$ cat config.mk
export PLATFORM = sky130hd
export DESIGN_NAME = ctu_top
export DESIGN_NICKNAME = d
export VERILOG_FILES = /design/src/ctu_pkg.sv /design/src/ctu_top.sv /design/src/ctu_edge_qual.sv
export SDC_FILE = /design/constraint.sdc
export NUM_CORES = 1
export LEC_CHECK = 0
export BUFFER_PORTS_ARGS = -buffer_cell sky130_fd_sc_hd__buf_2
export CORE_MARGIN = 1
export CORE_UTILIZATION = 55
export CTS_CLUSTER_DIAMETER = 100
export DETAILED_ROUTE_END_ITERATION = 12
export HOLD_SLACK_MARGIN = 0.02
export PLACE_DENSITY = 0.83
export SYNTH_ARGS = -nofsm -noshare
export SYNTH_HDL_FRONTEND = slang
export SYNTH_SLANG_ARGS = --single-unit
$ cat constraint.sdc
create_clock -name clk_i -period 5.7 [get_ports clk_i]
set_clock_uncertainty 0.05 [all_clocks]
set_input_delay 0.855 -clock clk_i [delete_from_list [all_inputs] [get_ports clk_i]]
set_output_delay 0.855 -clock clk_i [all_outputs]
set_load 0.02 [all_outputs]
$ cat src/ctu_pkg.sv
// constants and carrier types for the charge time edge control block
// assumes a single 10 MHz clock and a classic wishbone register slave
package ctu_pkg;
  // register map
  localparam logic [3:0] CTU_CTRL_OFS = 4'h0;
  localparam logic [31:0] CTU_CTRL_RST = 32'h0000_0000;
  localparam logic [31:0] CTU_CTRL_WMASK = 32'hfffc_bfff;
  // field positions in charge_time_control
  localparam int CTU_E1_SENS = 31;
  localparam int CTU_E1_POL = 30;
  localparam int CTU_E1_SRC = 26;
  localparam int CTU_E2_SEEN = 25;
  localparam int CTU_E1_SEEN = 24;
  localparam int CTU_E2_SENS = 23;
  localparam int CTU_E2_POL = 22;
  localparam int CTU_E2_SRC = 18;
  localparam int CTU_ON = 15;
  localparam int CTU_HALT_IDLE = 13;
  localparam int CTU_DLY_GEN = 12;
  localparam int CTU_EDGE_PASS = 11;
  localparam int CTU_ORDER = 10;
  localparam int CTU_GROUND = 9;
  localparam int CTU_TRIG_EN = 8;
  localparam int CTU_TRIM = 2;
  localparam int CTU_RANGE = 0;
  localparam int CTU_NUM_EDGES = 2;
  localparam int CTU_NUM_ASYNC = 15;
  // edge source codes
  localparam logic [3:0] CTU_SRC_TIMER = 4'h0;
  localparam logic [3:0] CTU_SRC_CMPU = 4'h1;
  localparam logic [3:0] CTU_SRC_PIN2 = 4'h2;
  localparam logic [3:0] CTU_SRC_PIN1 = 4'h3;
  localparam logic [3:0] CTU_E1_PIN3 = 4'h4;
  localparam logic [3:0] CTU_E1_CAP1 = 4'ha;
  localparam logic [3:0] CTU_E2_PIN9 = 4'h4;
  localparam logic [3:0] CTU_E2_CAP1 = 4'h9;
  localparam logic [3:0] CTU_E2_BUSCLK = 4'hc;
  localparam logic [3:0] CTU_SRC_CMP1 = 4'hd;
  localparam logic [3:0] CTU_SRC_CMP2 = 4'he;
  localparam logic [3:0] CTU_SRC_RSV = 4'hf;

  // edge sources: pins and comparators are asynchronous
  typedef struct packed {
    logic [12:0] pin;
    logic cmp_two;
    logic cmp_one;
    logic [2:0] capture;
    logic compare_one;
    logic timer;
  } ctu_src_t;

  // controls toward the analog current source
  typedef struct packed {
    logic unit_on;
    logic charge;
    logic ground;
    logic delay_gen;
    logic trig_en;
    logic [5:0] trim;
    logic [1:0] range;
  } ctu_ana_t;
endpackage

$ cat src/ctu_top.sv
// charge time edge control: register, source select, edge status
// assumes a classic wishbone master on clk_i and analog parts outside
`timescale 1ns/1ps
`default_nettype none
module ctu_top (
  // clock and reset
  input wire logic clk_i,
  input wire logic rst_i,
  // wishbone slave
  input wire logic cyc_i,
  input wire logic stb_i,
  input wire logic we_i,
  input wire logic [3:0] adr_i,
  input wire logic [3:0] sel_i,
  input wire logic [31:0] dat_i,
  output logic [31:0] dat_o,
  output logic ack_o,
  // device state and edge sources
  input wire logic idle_i,
  input wire ctu_pkg::ctu_src_t src_i,
  // analog controls and trigger
  output ctu_pkg::ctu_ana_t ana_o,
  output logic trig_o
);
  import ctu_pkg::*;

  typedef struct packed {
    logic [31:0] ctrl;
    logic [CTU_NUM_ASYNC-1:0] sync1;
    logic [CTU_NUM_ASYNC-1:0] sync2;
    logic bus_phase;
    logic ack;
    logic [31:0] rdata;
    ctu_ana_t ana;
    logic trig;
  } ctu_state_t;

  ctu_state_t st_r;
  ctu_state_t st_nxt;

  // synchronised pins and comparators
  logic [12:0] pin_s;
  logic cmp1_s;
  logic cmp2_s;
  logic [CTU_NUM_EDGES-1:0] lvl;
  logic [CTU_NUM_EDGES-1:0] hit;
  logic [CTU_NUM_EDGES-1:0] mode;
  logic [CTU_NUM_EDGES-1:0] pol;
  logic [3:0] sel1;
  logic [3:0] sel2;
  logic run;
  logic pass;
  logic set1;
  logic set2;
  logic acc;
  logic hit_reg;
  logic do_wr;
  logic [31:0] lane;
  logic [31:0] wr_mask;
  logic [31:0] ctrl_v;

  assign pin_s = st_r.sync2[12:0];
  assign cmp1_s = st_r.sync2[13];
  assign cmp2_s = st_r.sync2[14];
  assign sel1 = st_r.ctrl[CTU_E1_SRC +: 4];
  assign sel2 = st_r.ctrl[CTU_E2_SRC +: 4];
  assign mode = {st_r.ctrl[CTU_E2_SENS], st_r.ctrl[CTU_E1_SENS]};
  assign pol = {st_r.ctrl[CTU_E2_POL], st_r.ctrl[CTU_E1_POL]};

  // edge one source multiplexer
  always_comb begin
    lvl[0] = 1'b0; // reserved code gives no edge
    if (sel1 == CTU_SRC_TIMER) begin
      lvl[0] = src_i.timer;
    end else if (sel1 == CTU_SRC_CMPU) begin
      lvl[0] = src_i.compare_one;
    end else if (sel1 == CTU_SRC_PIN2) begin
      lvl[0] = pin_s[1];
    end else if (sel1 == CTU_SRC_PIN1) begin
      lvl[0] = pin_s[0];
    end else if (sel1 < CTU_E1_CAP1) begin
      lvl[0] = pin_s[2 + 4'(sel1 - CTU_E1_PIN3)]; // pins 3..8
    end else if (sel1 < CTU_SRC_CMP1) begin
      lvl[0] = src_i.capture[2'(sel1 - CTU_E1_CAP1)];
    end else if (sel1 == CTU_SRC_CMP1) begin
      lvl[0] = cmp1_s;
    end else if (sel1 == CTU_SRC_CMP2) begin
      lvl[0] = cmp2_s;
    end
  end

  // edge two source multiplexer
  always_comb begin
    lvl[1] = 1'b0; // reserved code gives no edge
    if (sel2 == CTU_SRC_TIMER) begin
      lvl[1] = src_i.timer;
    end else if (sel2 == CTU_SRC_CMPU) begin
      lvl[1] = src_i.compare_one;
    end else if (sel2 == CTU_SRC_PIN2) begin
      lvl[1] = pin_s[1];
    end else if (sel2 == CTU_SRC_PIN1) begin
      lvl[1] = pin_s[0];
    end else if (sel2 < CTU_E2_CAP1) begin
      lvl[1] = pin_s[8 + 4'(sel2 - CTU_E2_PIN9)]; // pins 9..13
    end else if (sel2 < CTU_E2_BUSCLK) begin
      lvl[1] = src_i.capture[2'(sel2 - CTU_E2_CAP1)];
    end else if (sel2 == CTU_E2_BUSCLK) begin
      lvl[1] = st_r.bus_phase; // bus clock seen as a half-rate square wave
    end else if (sel2 == CTU_SRC_CMP1) begin
      lvl[1] = cmp1_s;
    end else if (sel2 == CTU_SRC_CMP2) begin
      lvl[1] = cmp2_s; // delay generation path
    end
  end

  // one qualifier per edge input
  genvar gi;
  generate
    for (gi = 0; gi < CTU_NUM_EDGES; gi++) begin : g_edge
      ctu_edge_qual u_qual (
        .clk_i(clk_i),
        .rst_i(rst_i),
        .lvl_i(lvl[gi]),
        .edge_mode_i(mode[gi]),
        .rise_i(pol[gi]),
        .hit_o(hit[gi])
      );
    end
  endgenerate

  // unit running: enabled and not halted by idle
  assign run = st_r.ctrl[CTU_ON] & ~(st_r.ctrl[CTU_HALT_IDLE] & idle_i);
  // edges reach status only when passed and running
  assign pass = run & st_r.ctrl[CTU_EDGE_PASS];
  // the reserved code never records, even as an active low level
  assign set1 = pass & hit[0] & (sel1 != CTU_SRC_RSV);
  // ordering holds edge two back until edge one is seen
  assign set2 = pass & hit[1] & (sel2 != CTU_SRC_RSV) &
    (~st_r.ctrl[CTU_ORDER] | st_r.ctrl[CTU_E1_SEEN]);

  // bus decode: one register, other addresses read zero
  assign acc = cyc_i & stb_i & ~st_r.ack;
  assign hit_reg = (adr_i == CTU_CTRL_OFS);
  assign do_wr = cyc_i & stb_i & st_r.ack & we_i & hit_reg;

  // byte lane mask from select lines
  always_comb begin
    for (int i = 0; i < 4; i++) begin
      lane[8*i +: 8] = {8{sel_i[i]}};
    end
  end
  assign wr_mask = lane & CTU_CTRL_WMASK;

  // control register with software write and hardware status set
  always_comb begin
    ctrl_v = st_r.ctrl;
    if (do_wr) begin
      ctrl_v = (st_r.ctrl & ~wr_mask) | (dat_i & wr_mask);
    end
    // a hardware set wins over a same-cycle software clear
    if (set1) begin
      ctrl_v[CTU_E1_SEEN] = 1'b1;
    end
    if (set2) begin
      ctrl_v[CTU_E2_SEEN] = 1'b1;
    end
  end

  // next state
  always_comb begin
    st_nxt = st_r;
    st_nxt.ctrl = ctrl_v & CTU_CTRL_WMASK;
    st_nxt.sync1 = {src_i.cmp_two, src_i.cmp_one, src_i.pin};
    st_nxt.sync2 = st_r.sync1;
    st_nxt.bus_phase = ~st_r.bus_phase;
    st_nxt.ack = acc;
    if (acc) begin
      st_nxt.rdata = hit_reg ? st_r.ctrl : 32'h0000_0000;
    end
    // analog controls follow the register
    st_nxt.ana.unit_on = run;
    st_nxt.ana.charge = run & (ctrl_v[CTU_E1_SEEN] ^ ctrl_v[CTU_E2_SEEN]);
    st_nxt.ana.ground = ctrl_v[CTU_GROUND];
    st_nxt.ana.delay_gen = run & ctrl_v[CTU_DLY_GEN];
    st_nxt.ana.trig_en = ctrl_v[CTU_TRIG_EN];
    st_nxt.ana.trim = ctrl_v[CTU_TRIM +: 6];
    st_nxt.ana.range = ctrl_v[CTU_RANGE +: 2];
    // trigger pulse on each recorded edge two
    st_nxt.trig = set2 & ctrl_v[CTU_TRIG_EN]; // same word as ana.trig_en
  end

  always_ff @(posedge clk_i) begin
    if (rst_i) begin
      st_r <= '0;
      st_r.ctrl <= CTU_CTRL_RST;
    end else begin
      st_r <= st_nxt;
    end
  end

  // outputs straight from flops
  assign dat_o = st_r.rdata;
  assign ack_o = st_r.ack;
  assign ana_o = st_r.ana;
  assign trig_o = st_r.trig;
endmodule
`default_nettype wire

$ cat src/ctu_edge_qual.sv
// edge or level qualifier for one selected edge source
// assumes lvl_i is already synchronous to clk_i
`timescale 1ns/1ps
`default_nettype none
module ctu_edge_qual (
  // clock and reset
  input wire logic clk_i,
  input wire logic rst_i,
  // source and setup
  input wire logic lvl_i,
  input wire logic edge_mode_i,
  input wire logic rise_i,
  // qualified event
  output logic hit_o
);
  typedef struct packed {
    logic prev;
  } ctu_eq_state_t;

  ctu_eq_state_t st_r;
  ctu_eq_state_t st_nxt;

  // remember last level for edge detection
  always_comb begin
    st_nxt = st_r;
    st_nxt.prev = lvl_i;
  end

  always_ff @(posedge clk_i) begin
    if (rst_i) begin
      st_r <= '0;
    end else begin
      st_r <= st_nxt;
    end
  end

  // edge mode looks for a transition, level mode for the active level
  always_comb begin
    if (edge_mode_i) begin
      hit_o = rise_i ? (lvl_i & ~st_r.prev) : (~lvl_i & st_r.prev);
    end else begin
      hit_o = (lvl_i == rise_i);
    end
  end
endmodule
`default_nettype wire

=== After elaboration in Yosys (flattened, before gate mapping) ===
Index checks and enable logic that the tools add are counted.

* Mux-type cells: 33
* Equality and inequality tests: 15
* Div/mod/pow operators: 0
* Bitwise gates (word level): 34
* Add/subtract/negate cells: 6
* Order comparisons: 8
* Multipliers: 0
* Shift-type cells: 0
* Reduce and logical (&&, ||, !) cells: 3

{| class="wikitable"
|+ Operators by type and width
! kind !! number
|-
| AND 32 bit || 2
|-
| two-way mux 32 bit || 1
|-
| NOT 32 bit || 1
|-
| OR 32 bit || 1
|-
| two-way mux 1 bit || 27
|-
| two-way mux 26 bit || 1
|-
| AND 1 bit || 20
|-
| == test 4 bit, second input constant || 5
|-
| == test 4 x 2 -> 1 bit, second input constant || 4
|-
| less-than comparator 4 bit, second input constant || 4
|-
| logical NOT 4 bit || 3
|-
| less-than comparator 5 bit, second input constant || 2
|-
| binary-select mux 1 bit (select 4 bit) || 2
|-
| == test 4 x 1 -> 1 bit, second input constant || 2
|-
| != test 4 bit, second input constant || 2
|-
| NOT 1 bit || 8
|-
| subtractor 4 x 3 -> 4 bit, second input constant || 2
|-
| less-than comparator 2 x 3 -> 1 bit, second input constant || 2
|-
| adder 2 x 4 -> 5 bit, first input constant || 1
|-
| adder 4 x 4 -> 5 bit, first input constant || 1
|-
| binary-select mux 1 bit (select 2 bit) || 2
|-
| == test 1 bit || 2
|-
| subtractor 2 x 1 -> 2 bit, second input constant || 1
|-
| subtractor 2 bit, second input constant || 1
|-
| other kinds (2) || 2
|}

* Output and inout port bits: 47
* Bits of input ports: 66
* Bits in latches: 0
* Bits in read-only memories: 0
* RAM bits: 0
* Word-level logic and storage cells: 117
* Register bits: 112
* Memories: 0

=== Logic depth before layout (Yosys ltp) ===
Gate-level depths: netlist of run 1.

* Depth after elaboration: 20
* Mapped depth: 10
* Mapped depth without buffers: 9

=== By module ===
From an unflattened synthesis of run 1, not the netlist that was laid out.

* Cells, all modules: 459
* Area total of the unflattened synthesis: 4195.3 µm²

{| class="wikitable"
|+ Modules (own cells, without submodules)
! module !! sequential area each (µm²) !! cells each !! times used !! area an instance (µm²)
|-
| ctu_top || 1881.8 || 447 || 1 || 4090.2
|-
| ctu_edge_qual || 20.0 || 6 || 2 || 52.6
|}

=== Worst setup path before layout of run 1 ===
Ideal clock, no wire load.

* Path kind: reg2reg
* Start point: register (tool-made name)
* End point: register st_r, in the netlist ana_o[11]
* Required time: 5584 ps
* Arrival time: 2420 ps
* Library setup time: 66 ps
* Stages on the path, launching flop included: 10
* Period minus slack after synthesis: 2536 ps
* Setup slack: 3164 ps
* Path buffers: 0
* Cell sequence: dfxtp_1 -> inv_1 -> ha_1 -> or2_2 -> mux4_1 -> nand2_1 -> a41o_1 -> mux2_4 -> a211o_1 -> a21boi_2

{| class="wikitable"
|+ RTL lines
! what !! RTL line !! source
|-
| end signal, assigned || ctu_top.sv:197 || <nowiki>st_r <= st_nxt;</nowiki>
|-
| end, declared || ctu_top.sv:38 || <nowiki>ctu_state_t st_r;</nowiki>
|}

==> results of run 1 <==
[power by group through the flow]
| stage | Sequential, uW | Combinational [uW] | Clock (uW) |
|---|---|---|---|
| global route | 687 | 65.1 | 528 |
| CTS | 686 | 59.5 | 499 |
| floorplan | 700 | 31.6 | 0 |
| global placement | 701 | 57.2 | 0 |
| detailed placement | 701 | 59.0 | 0 |
| finish | 685 | 59.5 | 485 |
[per-stage QoR]
step	instances	hold WS, ps	worst slack [ps]	total power, uW
floorplan	456	333	3160	732
global placement	593	347	2710	758
detailed placement	593	344	2680	760
CTS	609	357	2690	1240
global route	609	381	2460	1280
finish	609	356	2620	1230
[worst max-delay path by stage]
stage | from | slack (ps) | endpoint
after floorplan | flip-flop | 3160 | ana_o[11]
after global placement | adr_i[3] | 2710 | trig_o
after detailed placement | adr_i[3] | 2680 | ana_o[9]
after CTS | flip-flop | 2690 | ana_o[11]
after global routing | flip-flop | 2460 | ana_o[11]
final | flip-flop | 2620 | ana_o[11]
[cells by family (layout without fill, tap and decap cells)]
kind of cell / after synthesis / count (layout) / synth area share, %
compound gates: 78 / 78 / 12.5
other cells: 1 / 3 / 0.0901
fa+ha+maj: 11 / 11 / 3.31
mux: 18 / 18 / 6.38
xor+xnor: 1 / 1 / 0.211
simple gates: 167 / 167 / 19.3
buf+inv: 82 / 136 / 11.9
flops: 96 / 96 / 46.2
[worst max-delay path: stages (launching register included)]
cell and delay [ps]:
dfxtp_1 600, inv_1 150, ha_1 250, nand3b_1 200
a311oi_1 390, nor4_1 120, a211oi_1 420, mux2i_1 490
o211ai_1 180, a21boi_2 170
[final cells by class]
cell class	instances	area [sq um]	share of cell area, %
tap	99	124	2.68
clock inverter	6	90.1	1.95
timing repair buffer	109	553	12.0
inverter	11	41.3	0.893
sequential	96	1920	41.6
multi-input combinational	278	1750	38.0
clock buffer	10	138	2.98
[per-layer routing]
metal	part of all wire [%]	global-route usage, %
met5	0	0
met4	1.0	5.34
met3	8.8	7.57
met2	49	36.6
met1	41	27.7
[cells in the final DEF, fill, tap and decap left out, types with 2 or more instances in the layout]
master	n
a21oi_1	32
nor2_2	2
mux2_4	2
bufinv_16	2
nor4_1	3
dfxtp_1	96
buf_2	106
nor2_1	42
buf_4	3
inv_1	11
mux4_2	2
o211ai_1	3
nor3b_1	3
a2111oi_0	2
nor2b_1	34
nand3_1	28
nor3_1	4
mux4_1	3
conb_1	3
ha_1	11
mux2i_1	10
a22oi_1	30
nand3b_1	6
nand2_1	41
clkbuf_8	10
==> metrics.txt, run 1 <==
leakage power figure=0.00192 uW; largest net degree at the start of global routing=96; power dissipated by switching net loads=261 uW; Port-buffer cells=106; total of cells resized after clock tree synthesis=0; setup repair after global routing missed its margin=false; cell area after technology mapping=4160 sq um; Synth warnings=0; die area=7920 sq um; Slew Viols, Final=0; total setup buffers inserted after CTS=0; count of mapped cells out of synthesis=454; number of antenna violations at the first check in global routing=0; run status=complete, no violations; end point of the worst hold path=st_r[47]; area of the core region=7290 sq um; Clock transition at path regs=90 ps; number of design rule violations left after detail routing=0; hold path startpoint=st_r[47]; launching element type of the critical path=flip-flop; final number of setup-violating endpoints=0; Die H=89.0 microns; setup_tns=0 ps; Area Growth Syn to Fin=11.1%; final cell area excluding filler cells=4620 sq um; worst-path fanout max=10; hold-critical path depth=1; Cell Pwr Density=266 nW/um^2; area share of the largest cell type after synthesis=46.2%; register-to-register path setup slack=2620 ps; Total Routed Length=8640 microns; Min Clock Period, post-route=3080 ps; count of filler cells inserted in the layout=625; quantity of hold-fixing buffers added after cts=0; count of endpoints failing hold in the final timing report=0; leftover overflow at the end of global routing=0; instance area at placement=4390 sq um; Initial Utilization=57.1%; first-pass GRT wire length=13200 microns; predominant post-synthesis flop cell=dfxtp_1; critical setup path kind=flip-flop to flip-flop; Tcrit/Tclk final=54.0%; via count=3271; ys async rst share=0%; number of synthesized register bits=96; clk buf depth=2; Initial DRT Pass Iterations=5; violation count after the first detailed-route iteration=212; sort of element at the end of the critical path=flip-flop; Achievable Freq=325 MHz; remaining max-slew budget at the tightest pin=17.0%; proportion of synthesized chip area in sequential cells=46.2%; number of max-cap violations=0; count of clock tree sinks=96; drt wl/cell=14.2 microns; required time of the critical path=5950 ps; Avg Vias per Cell=5.37; Sw Ratio=21.2%; leading post-synthesis cells by cell area=dfxtp_1 (46%), buf_4 (8.1%), a22oi_1 (5.4%), nor2b_1 (5.1%), nor2_1 (4.0%); transition time of the tightest slew-check pin=1240 ps; syn_area_per_cell=9.16 sq um; sequential group share of total power=55.7%; number of global-route vias before repair=2888; Cell Rows=31; total number of nets in the final design=582; placer congestion estimate=0.995; maximum vdd drop=0.180 mV; root buf cell=clkbuf_8; clock network fraction of total power=39.4%; Internal Dissipation=969 uW; FF-to-FF End=ana_o[11]; share of final-layout standard cells stronger than drive strength 1=26.3%; horizontal die dimension=89.0 microns; number of enable flip-flop cells after synthesis=0; placed wire-length estimate after detailed placement=6020 microns; most frequent cell after synthesis=dfxtp_1; Ports=113; commonest cells in the netlist=dfxtp_1 (96), buf_4 (45), nor2_1 (44), nand2_1 (41), nor2b_1 (34); ANT nets after route=0; worst reg2reg path depth=9; core utilization of the finished layout=63.4%; CTS H-tree lvls=3; cell accounting for the most synthesized area=dfxtp_1; number of different library cells in the post-synthesis netlist=43; CTS tree=yes; total inserted antenna cells=0; number of buffers added by the clock tree synthesis step=9; power share of the combinational group=4.8%; class of the tightest hold or removal check=flip-flop to flip-flop; GR Util All Layers=22.0%; latest clock arrival within the worst-skew pair=360 ps; Critical Path AT=3320 ps
(Power assumes the default switching activity.)
==> inputs of run 2 (changes only) <==
CORE_UTILIZATION = 47   (was 55)
PLACE_DENSITY = 0.76   (was 0.83)
clock period = 2.6 ns   (was 5.7 ns; I/O delays follow)
==> run 2 against run 1 <==
Compared with the run above:
- sequential share of layout area decreased by 1.6 points
- sequential power increased by 120%
- utilization fell by 6.0 points
- flip-flop and latch count did not move
- largest cell class unchanged
- die area rose by 17%
- wire length increased by 4.0%
- cell count rose by 3.6%
- largest power group unchanged
- setup slack worse by 2500 ps
- count of clock-buffer cells in the layout rose by 1
- maximum frequency up 23%
==> metrics.txt, run 2 (synthesis results as in run 1) <==
run status=complete, no violations; transition time of the tightest slew-check pin=552 ps; final total power=2630 uW; area of the core region=8380 sq um; Avg Vias per Cell=5.22; class of the tightest hold or removal check=input pin to flip-flop; die area=9230 sq um; drt wl/cell=14.2 microns; remaining max-slew budget at the tightest pin=62.9%; most common cell after layout, fill and taps aside=buf_2; placer congestion estimate=0.837; largest net degree at the start of global routing=49; number of design rule violations left after detail routing=0; Cell Rows=33; worst hold-check slack=188 ps; root buf cell=clkbuf_8; violation count after the first detailed-route iteration=154; register-to-register path setup slack=90 ps; number of max-cap violations=0; Initial DRT Pass Iterations=5; Total Routed Length=8990 microns; hold-critical path depth=2; via count=3292; count of endpoints failing hold in the final timing report=0; core utilization of the finished layout=57.4%; worst-path fanout max=4; launching element type of the critical path=flip-flop; count of clock tree sinks=96; end point of the worst hold path=st_nxt[50]; Initial Utilization=49.6%; total inserted antenna cells=0; Ports=113; worst reg2reg path depth=10; number of antenna violations at the first check in global routing=0; Area Growth Syn to Fin=15.6%; final number of setup-violating endpoints=0; leakage power figure=0.00199 uW; Tcrit/Tclk final=96.4%; most used cells in the layout excluding fill and tap cells=buf_2 (106), dfxtp_1 (95), nor2_1 (42); CTS tree=yes; first-pass GRT wire length=13800 microns; horizontal die dimension=96.1 microns; FF-to-FF End=ana_o[11]; sort of element at the end of the critical path=flip-flop; CTS H-tree lvls=3; GR Util All Layers=19.8%; required time of the critical path=2850 ps; ANT nets after route=0; maximum vdd drop=0.245 mV; Achievable Freq=399 MHz; placed wire-length estimate after detailed placement=6590 microns; Port-buffer cells=106; leftover overflow at the end of global routing=0; number of buffers added by the clock tree synthesis step=9; clk buf depth=2; share of final-layout standard cells stronger than drive strength 1=30.0%; Cell Pwr Density=547 nW/um^2; setup_tns=0 ps; total number of nets in the final design=598; number of global-route vias before repair=2972; Min Clock Period, post-route=2510 ps; latest clock arrival within the worst-skew pair=360 ps; Die H=96.1 microns; Critical Path AT=2760 ps; critical setup path kind=flip-flop to flip-flop; hold path startpoint=src_i[9]; count of filler cells inserted in the layout=765; Clock transition at path regs=100 ps; Slew Viols, Final=0
==> run 2: cell count changes in the layout (fill, tap and decap cells not counted), sizes merged <==
cell,change
bufinv,-1
clkinv,-2
buf,+16
clkinvlp,+2
clkbuf,+1
==> run 2: area by class of cell <==
type | instances | area (sq um) | area share [%]
Clock buffer | 11 | 141 | 2.94
Multi-Input combinational cell | 278 | 1800 | 37.4
Clock inverter | 5 | 63.8 | 1.33
Sequential cell | 96 | 1920 | 40.0
Inverter | 11 | 41.3 | 0.858
Timing Repair Buffer | 125 | 711 | 14.8
Tap cell | 105 | 131 | 2.73
==> run 2: metal layers <==
metal	GRT usage (%)	up-vias	share of wire, %	wire [microns]
met4	9.95	0	2.0	176
met2	30.4	112	48	4320
met1	25.9	1524	43	3880
met3	4.66	16	6.7	605
met5	0	-	0	0
li1	-	1640	-	-
==> run 2: critical path, stage by stage, from the launching register on <==
cell	delay, ps
dfxtp_1	360
buf_4	160
ha_1	240
nor2b_1	150
a2111oi_2	370
a2111oi_1	110
a211oi_2	320
mux2i_1	120
buf_4	160
a211o_1	290
a21boi_2	110
==> run 2: per-stage QoR <==
| step | std cells | cell area, sq um | worst slack (ps) |
|---|---|---|---|
| final | 631 | 4810 | 94.6 |
| after global routing | 631 | 4810 | -5.20 |
| after CTS | 630 | 4760 | 12.6 |
| after detailed placement | 613 | 4540 | -25.0 |
| after global placement | 613 | 4540 | 66.6 |
| after floorplan | 456 | 4170 | 63.9 |
==> run 2: report_power, final <==
group / internal, uW / switching (uW)
logic: 65.3 / 72.8
registers: 1490 / 9.94
clock network: 478 / 510
==> run 2: how the worst max path moves through the flow <==
| stage | startpoint | endpoint | slack (ps) |
|---|---|---|---|
| floorplan | flip-flop | ana_o[11] | 60 |
| global placement | flip-flop | ana_o[11] | 70 |
| detailed placement | flip-flop | ana_o[11] | -20 |
| CTS | flip-flop | ana_o[11] | 10 |
| global route | flip-flop | ana_o[11] | -5 |
| finish | flip-flop | ana_o[11] | 90 |
==> run 2: what timing repair did <==
item                       4_1_cts  5_1_grt
setup buffers                    1        1
hold buffers                     0        0
setup endpoints to repair        1        3
pin swaps                        0        4
gates resized for setup          0       12
